===== config.mk =====
export PLATFORM = sky130hd
export DESIGN_NAME = lesup_top
export DESIGN_NICKNAME = d
export VERILOG_FILES = /design/src/hdl/lesup_pkg.sv /design/src/hdl/lesup_ev_if.sv /design/src/hdl/lesup_stream_timer.sv /design/src/hdl/lesup_rx_select.sv /design/src/hdl/lesup_top.sv
export SDC_FILE = /design/constraint.sdc
export NUM_CORES = 1
export LEC_CHECK = 0
export BUFFER_PORTS_ARGS = -buffer_cell sky130_fd_sc_hd__buf_2
export CAP_MARGIN = 10
export CORE_MARGIN = 10
export CORE_UTILIZATION = 62
export CTS_CLUSTER_DIAMETER = 100
export DETAILED_ROUTE_END_ITERATION = 7
export HOLD_SLACK_MARGIN = 0.08
export PLACE_DENSITY_LB_ADDON = 0.3
export SLEW_MARGIN = 25
export SYNTH_ARGS = -nofsm -noshare
export SYNTH_HDL_FRONTEND = slang
export SYNTH_SLANG_ARGS = --single-unit

===== constraint.sdc =====
create_clock -name sys_clk -period 5.1 [get_ports sys_clk]
set_clock_uncertainty 0.15 [all_clocks]
set_input_delay 0.51 -clock sys_clk [delete_from_list [all_inputs] [get_ports sys_clk]]
set_output_delay 0.51 -clock sys_clk [all_outputs]
set_load 0.01 [all_outputs]

===== src/hdl/lesup_pkg.sv =====
// Function
// - streaming timer starts when the remote hands link ownership back
// - streaming timer stops as soon as the remote drops carrier
// - streaming timer expiry posts a control response like babbling tributary
// - babbling-style response carries error code and offending tributary identity
// - no own transmission while remote still holds carrier after handing back
// - streaming period defaults to one second when software gives none
// - seven error and three statistical counters per tributary, four global
// - statistical counters 16 bits, threshold counters 3 bits, others 8 bits
// - command reads a counter or reads and clears it, unless an event counts it in that cycle; value returned
// - threshold counters wrap to zero at maximum; never cleared by software
// - inbound data error counter counts validity errors; another counts messages
// - counters freeze while the protocol is halted
// - procedural codes 100 to 140 reported, no recovery needed
// - codes 300 and 302 report shutdown-level and fatal-level recovery
// - invalid buffer address access posts response with failing address
// - reported address may be already advanced; software sorts transmit from receive
// - tributary halt returns every outstanding buffer of that tributary
// - global halt returns every outstanding common pool receive buffer
// - out-of-sequence message is ignored before buffer allocation
// - pool tried first only if enabled, quota nonzero and buffer available
// - pool buffer too small falls to private; none there gives too-small nak
// - private list reached directly and empty gives temporarily-unavailable nak
// - private buffer too small gives too-small nak, else it is used
// - only the next buffer of each list is taken, lists never searched
package lesup_pkg;
	// ---------------------------------------------------------------
	// bus map
	// ---------------------------------------------------------------
	localparam logic [7:0] LESUP_A_CTRL   = 8'h00;
	localparam logic [7:0] LESUP_A_PERIOD = 8'h04;
	localparam logic [7:0] LESUP_A_STATUS = 8'h08;
	localparam logic [7:0] LESUP_A_CNTCMD = 8'h0C;
	localparam logic [7:0] LESUP_A_CNTVAL = 8'h10;
	localparam logic [7:0] LESUP_A_RESP   = 8'h14;
	localparam logic [7:0] LESUP_A_RXCMD  = 8'h18;
	localparam logic [7:0] LESUP_A_RXRES  = 8'h1C;
	localparam logic [7:0] LESUP_A_NXMADR = 8'h20;
	localparam logic [7:0] LESUP_A_RESPOP = 8'h24;
	// ctrl bits
	localparam int LESUP_B_HALT   = 0;
	localparam int LESUP_B_GHALT  = 1;
	localparam int LESUP_B_POOLEN = 2;
	// ---------------------------------------------------------------
	// timing
	// ---------------------------------------------------------------
	localparam int LESUP_CLK_HZ        = 100_000_000;
	localparam int LESUP_STREAM_MS     = 1000;
	localparam int LESUP_STREAM_CYCLES = LESUP_CLK_HZ / 1000 * LESUP_STREAM_MS;
	// ---------------------------------------------------------------
	// counters
	// ---------------------------------------------------------------
	localparam int LESUP_N_TERR  = 7;
	localparam int LESUP_N_TSTAT = 3;
	localparam int LESUP_N_GERR  = 4;
	localparam int LESUP_N_THR   = 3;
	localparam int LESUP_N_CNT   = LESUP_N_TERR + LESUP_N_TSTAT + LESUP_N_GERR;
	localparam int LESUP_W_STAT  = 16;
	localparam int LESUP_W_THR   = 3;
	localparam int LESUP_W_ERR   = 8;
	// counter index layout: 0..2 threshold, 3..6 tributary error, 7..9 stats, 10..13 global
	localparam int LESUP_I_THR0   = 0;
	localparam int LESUP_I_DATERR = 3;
	localparam int LESUP_I_STAT0  = 7;
	localparam int LESUP_I_DATMSG = 7;
	localparam int LESUP_I_GERR0  = 10;
	// ---------------------------------------------------------------
	// response codes
	// ---------------------------------------------------------------
	localparam logic [9:0] LESUP_C_STREAM  = 10'h020;
	localparam logic [9:0] LESUP_C_PROC_LO = 10'd100;
	localparam logic [9:0] LESUP_C_PROC_HI = 10'd140;
	localparam logic [9:0] LESUP_C_SHUT    = 10'd300;
	localparam logic [9:0] LESUP_C_FATAL   = 10'd302;
	localparam logic [9:0] LESUP_C_NXM     = 10'd300;
	localparam logic [1:0] LESUP_LVL_NONE  = 2'h0;
	localparam logic [1:0] LESUP_LVL_SHUT  = 2'h1;
	localparam logic [1:0] LESUP_LVL_FATAL = 2'h2;
	typedef enum logic [2:0] {
		LESUP_RX_USE_POOL = 3'h1,
		LESUP_RX_USE_PRIV = 3'h2,
		LESUP_RX_IGNORE   = 3'h3,
		LESUP_RX_NAK_TMP  = 3'h4,
		LESUP_RX_NAK_SMALL= 3'h5
	} lesup_rx_e;
endpackage


===== src/hdl/lesup_ev_if.sv =====
`timescale 1ns/1ps
`default_nettype none
interface lesup_ev_if;
	import lesup_pkg::*;
	logic        valid;
	logic [9:0]  code;
	logic [7:0]  trib;
	logic [1:0]  level;
	modport src (output valid, output code, output trib, output level);
	modport dst (input valid, input code, input trib, input level);
endinterface
`default_nettype wire


===== src/hdl/lesup_stream_timer.sv =====
`timescale 1ns/1ps
`default_nettype none
module lesup_stream_timer
	import lesup_pkg::*;
(
	input  wire logic        sys_clk,
	input  wire logic        reset_n,
	input  wire logic        own_back,
	input  wire logic        carrier,
	input  wire logic [31:0] period,
	input  wire logic [7:0]  trib_id,
	output logic             tx_block,
	lesup_ev_if.src          ev
);
	logic        run_reg;
	logic        fired_reg;
	logic [31:0] cnt_reg;
	wire         expire = run_reg && !fired_reg && (cnt_reg >= period - 32'h1);
	always_ff @(posedge sys_clk) begin
		if (!reset_n) begin
			run_reg   <= 1'b0;
			fired_reg <= 1'b0;
			cnt_reg   <= 32'h0;
		end else if (own_back && carrier) begin
			run_reg   <= 1'b1;
			fired_reg <= 1'b0;
			cnt_reg   <= 32'h0;
		end else if (!carrier) begin
			run_reg   <= 1'b0;
			cnt_reg   <= 32'h0;
		end else if (run_reg) begin
			cnt_reg   <= cnt_reg + 32'h1;
			if (expire)
				fired_reg <= 1'b1;
		end
	end
	// hold transmit off until the remote lets carrier go
	assign tx_block = run_reg && carrier;
	assign ev.valid = expire;
	assign ev.code  = LESUP_C_STREAM;
	assign ev.trib  = trib_id;
	assign ev.level = LESUP_LVL_SHUT;
endmodule
`default_nettype wire


===== src/hdl/lesup_rx_select.sv =====
`timescale 1ns/1ps
`default_nettype none
module lesup_rx_select
	import lesup_pkg::*;
(
	input  wire logic       in_seq,
	input  wire logic       pool_en,
	input  wire logic [7:0] quota,
	input  wire logic       pool_avail,
	input  wire logic       pool_small,
	input  wire logic       priv_avail,
	input  wire logic       priv_small,
	output lesup_rx_e       outcome
);
	// only list heads are inspected, never a search
	wire try_pool = pool_en && (quota != 8'h0) && pool_avail;
	always_comb begin
		if (!in_seq)
			outcome = LESUP_RX_IGNORE;
		else if (try_pool && !pool_small)
			outcome = LESUP_RX_USE_POOL;
		else if (try_pool)
			outcome = (priv_avail && !priv_small) ? LESUP_RX_USE_PRIV : LESUP_RX_NAK_SMALL;
		else if (!priv_avail)
			outcome = LESUP_RX_NAK_TMP;
		else
			outcome = priv_small ? LESUP_RX_NAK_SMALL : LESUP_RX_USE_PRIV;
	end
endmodule
`default_nettype wire


===== src/hdl/lesup_top.sv =====
`timescale 1ns/1ps
`default_nettype none
module lesup_top
	import lesup_pkg::*;
#(
	parameter int STREAM_DEFAULT = LESUP_STREAM_CYCLES
)(
	input  wire logic        sys_clk,
	input  wire logic        reset_n,
	input  wire logic        psel,
	input  wire logic        penable,
	input  wire logic        pwrite,
	input  wire logic [7:0]  paddr,
	input  wire logic [31:0] pwdata,
	output logic [31:0]      prdata,
	output logic             pready,
	output logic             pslverr,
	input  wire logic        link_own_back,
	input  wire logic        link_carrier,
	input  wire logic [7:0]  link_trib_id,
	input  wire logic        ev_in_valid,
	input  wire logic [LESUP_N_CNT-1:0] ev_in_vec,
	input  wire logic        proc_err_valid,
	input  wire logic [9:0]  proc_err_code,
	input  wire logic        nxm_valid,
	input  wire logic [31:0] nxm_addr,
	output logic             tx_inhibit,
	output logic             ret_trib_bufs,
	output logic             ret_pool_bufs
);
	// ---------------------------------------------------------------
	// pin synchronisers
	// ---------------------------------------------------------------
	logic [1:0] own_s_reg;
	logic [1:0] car_s_reg;
	// id is steady around a hand-back, so a bitwise two-stage sync is enough
	logic [7:0] trib_s1_reg;
	logic [7:0] trib_s2_reg;
	always_ff @(posedge sys_clk) begin
		if (!reset_n) begin
			own_s_reg   <= 2'h0;
			car_s_reg   <= 2'h0;
			trib_s1_reg <= 8'h0;
			trib_s2_reg <= 8'h0;
		end else begin
			own_s_reg   <= {own_s_reg[0], link_own_back};
			car_s_reg   <= {car_s_reg[0], link_carrier};
			trib_s1_reg <= link_trib_id;
			trib_s2_reg <= trib_s1_reg;
		end
	end
	logic own_d_reg;
	always_ff @(posedge sys_clk) begin
		if (!reset_n)
			own_d_reg <= 1'b0;
		else
			own_d_reg <= own_s_reg[1];
	end
	wire own_rise = own_s_reg[1] && !own_d_reg;

	// ---------------------------------------------------------------
	// registers
	// ---------------------------------------------------------------
	logic [2:0]  ctrl_reg;
	logic [31:0] period_reg;
	logic        period_set_reg;
	logic [3:0]  sel_idx_reg;
	logic [31:0] cnt_val_reg;
	logic [31:0] nxm_reg;
	logic        resp_v_reg;
	logic [9:0]  resp_code_reg;
	logic [7:0]  resp_trib_reg;
	logic [1:0]  resp_lvl_reg;
	logic [6:0]  rx_cmd_reg;
	wire halted  = ctrl_reg[LESUP_B_HALT];
	wire acc     = psel && penable;
	wire wr      = acc && pwrite;
	wire rd      = acc && !pwrite;
	wire mapped  = (paddr == LESUP_A_CTRL) || (paddr == LESUP_A_PERIOD) ||
	               (paddr == LESUP_A_STATUS) || (paddr == LESUP_A_CNTCMD) ||
	               (paddr == LESUP_A_CNTVAL) || (paddr == LESUP_A_RESP) ||
	               (paddr == LESUP_A_RXCMD) || (paddr == LESUP_A_RXRES) ||
	               (paddr == LESUP_A_NXMADR) || (paddr == LESUP_A_RESPOP);
	wire wr_ctrl = wr && (paddr == LESUP_A_CTRL);
	wire wr_per  = wr && (paddr == LESUP_A_PERIOD);
	wire wr_cmd  = wr && (paddr == LESUP_A_CNTCMD);
	wire wr_rx   = wr && (paddr == LESUP_A_RXCMD);
	wire wr_pop  = wr && (paddr == LESUP_A_RESPOP);
	wire [31:0] eff_period = period_set_reg ? period_reg : 32'(STREAM_DEFAULT);

	// ---------------------------------------------------------------
	// streaming timer and rx selection
	// ---------------------------------------------------------------
	lesup_ev_if st_ev();
	lesup_stream_timer u_st (
		.sys_clk (sys_clk),
		.reset_n (reset_n),
		.own_back(own_rise),
		.carrier (car_s_reg[1]),
		.period  (eff_period),
		.trib_id (trib_s2_reg),
		.tx_block(tx_inhibit),
		.ev      (st_ev)
	);
	lesup_rx_e rx_out;
	lesup_rx_select u_rx (
		.in_seq    (rx_cmd_reg[0]),
		.pool_en   (ctrl_reg[LESUP_B_POOLEN]),
		.quota     ({7'h0, rx_cmd_reg[1]}),
		.pool_avail(rx_cmd_reg[2]),
		.pool_small(rx_cmd_reg[3]),
		.priv_avail(rx_cmd_reg[4]),
		.priv_small(rx_cmd_reg[5]),
		.outcome   (rx_out)
	);

	// ---------------------------------------------------------------
	// counters
	// ---------------------------------------------------------------
	function automatic logic [4:0] cnt_width(input int i);
		if (i < LESUP_I_DATERR)
			return 5'(LESUP_W_THR);
		else if (i >= LESUP_I_STAT0 && i < LESUP_I_GERR0)
			return 5'(LESUP_W_STAT);
		else
			return 5'(LESUP_W_ERR);
	endfunction
	logic [15:0] cnt_reg [LESUP_N_CNT];
	wire         clr_cmd = wr_cmd && pwdata[4];
	wire [3:0]   cmd_idx = pwdata[3:0];
	genvar gi;
	generate
		for (gi = 0; gi < LESUP_N_CNT; gi++) begin : g_cnt
			localparam logic [15:0] MAXV = 16'((32'h1 << cnt_width(gi)) - 1);
			wire inc = ev_in_valid && ev_in_vec[gi] && !halted;
			wire clr = clr_cmd && (cmd_idx == 4'(gi)) && (gi >= LESUP_N_THR);
			always_ff @(posedge sys_clk) begin
				if (!reset_n)
					cnt_reg[gi] <= 16'h0;
				else if (inc)
					cnt_reg[gi] <= (cnt_reg[gi] == MAXV) ? 16'h0 : cnt_reg[gi] + 16'h1;
				else if (clr)
					cnt_reg[gi] <= 16'h0;
			end
		end
	endgenerate

	// ---------------------------------------------------------------
	// response latch
	// ---------------------------------------------------------------
	wire proc_ok   = proc_err_valid && ((proc_err_code >= LESUP_C_PROC_LO && proc_err_code <= LESUP_C_PROC_HI) ||
	                 proc_err_code == LESUP_C_SHUT || proc_err_code == LESUP_C_FATAL);
	wire [1:0] proc_lvl = (proc_err_code == LESUP_C_FATAL) ? LESUP_LVL_FATAL :
	                      (proc_err_code == LESUP_C_SHUT) ? LESUP_LVL_SHUT : LESUP_LVL_NONE;
	// one slot: a new event overwrites an unread one; posting wins over pop
	always_ff @(posedge sys_clk) begin
		if (!reset_n) begin
			resp_v_reg    <= 1'b0;
			resp_code_reg <= 10'h0;
			resp_trib_reg <= 8'h0;
			resp_lvl_reg  <= 2'h0;
			nxm_reg       <= 32'h0;
		end else if (st_ev.valid) begin
			resp_v_reg    <= 1'b1;
			resp_code_reg <= st_ev.code;
			resp_trib_reg <= st_ev.trib;
			resp_lvl_reg  <= st_ev.level;
		end else if (nxm_valid) begin
			resp_v_reg    <= 1'b1;
			resp_code_reg <= LESUP_C_NXM;
			resp_lvl_reg  <= LESUP_LVL_SHUT;
			nxm_reg       <= nxm_addr;
		end else if (proc_ok) begin
			resp_v_reg    <= 1'b1;
			resp_code_reg <= proc_err_code;
			resp_lvl_reg  <= proc_lvl;
		end else if (wr_pop)
			resp_v_reg    <= 1'b0;
	end

	// ---------------------------------------------------------------
	// software registers
	// ---------------------------------------------------------------
	always_ff @(posedge sys_clk) begin
		if (!reset_n) begin
			ctrl_reg       <= 3'h0;
			period_reg     <= 32'h0;
			period_set_reg <= 1'b0;
			sel_idx_reg    <= 4'h0;
			cnt_val_reg    <= 32'h0;
			rx_cmd_reg     <= 7'h0;
		end else begin
			if (wr_ctrl)
				ctrl_reg <= pwdata[2:0];
			if (wr_per) begin
				period_reg     <= pwdata;
				period_set_reg <= (pwdata != 32'h0);
			end
			if (wr_cmd) begin
				sel_idx_reg <= cmd_idx;
				cnt_val_reg <= (cmd_idx < 4'(LESUP_N_CNT)) ? {16'h0, cnt_reg[cmd_idx]} : 32'h0;
			end
			if (wr_rx)
				rx_cmd_reg <= {1'b1, pwdata[5:0]};
		end
	end
	// halt edges return outstanding buffers
	logic [1:0] halt_d_reg;
	always_ff @(posedge sys_clk) begin
		if (!reset_n)
			halt_d_reg <= 2'h0;
		else
			halt_d_reg <= ctrl_reg[1:0];
	end
	assign ret_trib_bufs = ctrl_reg[LESUP_B_HALT] && !halt_d_reg[0];
	assign ret_pool_bufs = ctrl_reg[LESUP_B_GHALT] && !halt_d_reg[1];

	// ---------------------------------------------------------------
	// read mux
	// ---------------------------------------------------------------
	wire [31:0] rd_mux =
		(paddr == LESUP_A_CTRL)   ? {29'h0, ctrl_reg} :
		(paddr == LESUP_A_PERIOD) ? eff_period :
		(paddr == LESUP_A_STATUS) ? {30'h0, tx_inhibit, resp_v_reg} :
		(paddr == LESUP_A_CNTCMD) ? {28'h0, sel_idx_reg} :
		(paddr == LESUP_A_CNTVAL) ? cnt_val_reg :
		(paddr == LESUP_A_RESP)   ? {11'h0, resp_v_reg, resp_lvl_reg, resp_trib_reg, resp_code_reg} :
		(paddr == LESUP_A_RXCMD)  ? {25'h0, rx_cmd_reg} :
		(paddr == LESUP_A_RXRES)  ? {28'h0, rx_cmd_reg[6], rx_out} :
		(paddr == LESUP_A_NXMADR) ? nxm_reg : 32'h0;
	always_ff @(posedge sys_clk) begin
		if (!reset_n)
			prdata <= 32'h0;
		else if (psel && !penable && !pwrite)
			prdata <= rd_mux;
	end
	assign pready  = 1'b1;
	assign pslverr = acc && !mapped;
	wire unused_ok = rd;
endmodule
`default_nettype wire


==> results_dict.tcl <==
set metrics [dict create \
    grt-ovfl-total 0 \
    cts.clk_slew.worst_paths_ns 0.06 \
    cts_buffer_depth 3 \
    wirelength_mm 68.98 \
    finalPower_mw 7.967 \
    synth_cell_types 78 \
    largest_register_ffs 224 \
    cts_root_buffer "clkbuf_16" \
    cts_setup_buffers 0 \
    rsz0062_at_grt "false" \
    endpoint_kind "flop" \
    yosys_warnings 0 \
    finalWeightedCongestion 0.9723 \
    io_buffers 149 \
    synth_area_per_cell_sq_um 9.709 \
    finalNetCount 2757 \
    cp_data_arrival_time_ns 5.29 \
    synth_nets 2565 \
    fillers 2596 \
    htreeDepth 2 \
    fin_cells 3149 \
    grt_pass1_vias 19280 \
    worst_slew_pin_slew_ns 0.9993 \
    cp_num_buf_inv 1 \
    place_ws_ns 0.2255 \
    drv_cap 0 \
    p_per_area_nw_per_um2 296.4 \
    p_leak_nw 9.775 \
    drtIter0Drc 2712 \
    cts_tree "yes" \
    synth_edf_count 224 \
    drive_gt1_share_pct 14.32 \
    ys_seq_area_share_pct 46.40 \
    drcViolationCount 0 \
    fin_crit_sh_pct 97.24 \
    dpl_cell_area_sq_um 24630 \
    async_reset_ff_share_pct 0 \
    clk_latency_ns 0.60 \
    cpMaxStageDelayCell "or4_4" \
    area_growth_pct 15.17 \
    synth_flop_cell "edfxtp_1" \
    worst-endpoint-required_ns 5.43 \
    crit_fanout 9 \
    routedWlPerCell_microns 21.91 \
    ys_seq_elements 429 \
    grt_max_degree 96 \
    path_cells "or4_4 -> or4_4 -> or2_2 -> a211oi_4 -> nand2b_1 -> mux2i_1 -> ha_1 -> nand4_1 -> or3b_2 -> a2111oi_1 -> o211a_1 -> buf_4 -> o21ai_0 -> a21oi_1" \
    hpwl_mm 48.14 \
    grt_usage_pct 29.09 \
    hold_path.class "input pin to flop" \
    start_kind "flop" \
    fp.dieW_microns 214.0 \
    antenna_found_initial 6 \
    start_util_pct 62.41 \
    drtAntennaViolNets 0 \
    die_h_microns 214.0 \
    syn_inst 2404 \
    final_core_util_pct 71.88 \
    cts_sinks 429 \
    crit_top_cell "or4_4" \
    die_area_sq_um 45810 \
    crit_type "flop to flop" \
    cp_slowest_stage_delay_ns 0.59 \
    dp_cells 2988 \
    syn-cell-area_sq_um 23340 \
    fmax_mhz 201.6 \
    setup-tns-final_ns 0 \
    final_cell_area_sq_um 26880 \
    firstDrtPassIters 7 \
    maxSlewViolCount 0 \
    crit_family "simple AND/OR/NAND/NOR gates" \
    grt_pass1_wl_mm 108.0 \
    vias 20060 \
    hold_slack_ns 0.1000 \
    cts_buffers 45 \
    rows 71 \
    hold_viol_final 0 \
    setup_viol 0 \
    finalWorstSetupSlack_ns 0.1407 \
    ir_worst_vdd_mv 0.3327 \
    fin_crit_ns 4.959 \
    slew_headroom_pct 33.38 \
    outcome "complete, no violations" \
    design.portCount 151 \
    vias_per_cell 6.369 \
    coreArea_sq_um 37400 \
]
-- cells in the mapped netlist (all sizes together), types with 5 or more instances --
cell type / instances / share of area [%]
nor2: 355 / 5.7
a21o: 9 / 0.29
edfxtp: 224 / 29
o31ai: 8 / 0.26
clkbuf: 99 / 1.6
ha: 47 / 2.5
nor4: 39 / 1.1
dfxtp: 205 / 18
xnor2: 85 / 3.2
nand2b: 11 / 0.29
nor4b: 5 / 0.21
a21oi: 113 / 2.4
nor2b: 14 / 0.38
mux2i: 50 / 2.1
mux4: 64 / 6.2
a22oi: 40 / 1.3
or2: 5 / 0.13
o211a: 5 / 0.21
a22o: 5 / 0.19
nand4: 56 / 1.5
a211oi: 7 / 0.28
and3: 48 / 1.3
nand2: 298 / 4.8
xor2: 140 / 5.3
mux2: 17 / 0.82
inv: 42 / 0.68
and4: 16 / 0.60
nand3: 111 / 2.4
a31oi: 11 / 0.29
buf: 17 / 0.36
nor3: 41 / 0.94
or3: 33 / 0.88
o21ai: 68 / 1.5
o211ai: 17 / 0.55
and2: 33 / 0.88
-- report_power, final --
group / switching (mW) / leakage, nW / internal (mW)
Sequential: 0.188 / 4.06 / 3.78
Combinational: 0.369 / 5.00 / 0.301
Clock: 1.43 / 0.724 / 1.90
Total: 1.98 / 9.78 / 5.98
-- path summary, 6_finish.rpt --
check | start | slack (ns) | endpoint | cells after the start
min | proc_err_code[4] | 0.1 | resp_code_reg[4]$_SDFFE_PP0P_ | 3
min reg2reg | trib_s1_reg[3]$_SDFF_PN0_ | 0.28 | trib_s2_reg[3]$_SDFF_PN0_ | 1
max | period_reg[0]$_SDFFE_PN0P_ | 0.14 | resp_trib_reg[4]$_SDFFE_PN0P_ | 14
max reg2reg | period_reg[0]$_SDFFE_PN0P_ | 0.14 | resp_trib_reg[4]$_SDFFE_PN0P_ | 14
-- per-layer routing --
| layer | track usage (%) | vias up | part of all wire, % |
|---|---|---|---|
| li1 | - | 9076 | - |
| met1 | 35.79 | 9640 | 38 |
| met2 | 47.85 | 1094 | 48 |
| met3 | 4.697 | 241 | 8.4 |
| met4 | 16.78 | 4 | 6.2 |
| met5 | 0 | - | 0.039 |
-- cell type report --
type,count,area (sq um),area share (%)
tap,511,639.4,2.378
multi-input combinational,1816,11960,44.50
clock inverter,20,209.0,0.7773
sequential,429,10830,40.29
inverter,43,162.7,0.6051
antenna,5,12.51,0.04654
clock buffer,64,1269,4.720
timing repair buffer,261,1797,6.684
-- worst min-delay path, delay by kind of cell --
kind                   cells  cell delay, ns
muxes                      1            0.07
and+or+nand+nor            1            0.11
buffers and inverters      1            0.11
-- logic make-up after synthesis --
| family | synth area share, % |
|---|---|
| adder cells (fa/ha/maj) | 2.519 |
| AO/OA/AOI/OAI | 9.075 |
| flip-flops | 46.40 |
| multiplexers | 9.140 |
| AND/OR/NAND/NOR | 21.76 |
| XOR/XNOR | 8.443 |
| buffers and inverters | 2.648 |
| other | 0.01607 |
-- placed cells by master, fill, tap and decap left out, types with 69 or more instances in the layout --
master | netlist | final
xor2_1 | 140 | 140
nand2_1 | 298 | 296
dfxtp_1 | 205 | 205
dlygate4sd3_1 | 0 | 69
a21oi_1 | 113 | 113
edfxtp_1 | 224 | 224
nand3_1 | 110 | 110
nor2_1 | 355 | 354
xnor2_1 | 85 | 85
buf_2 | 8 | 149
-- repair_timing --
item	in CTS	in global routing
resized for setup	0	4
hold endpoints to repair	69	0
endpoints found under the setup margin	0	48
hold buffers	69	0
Power figures use the tool's default switching activity.
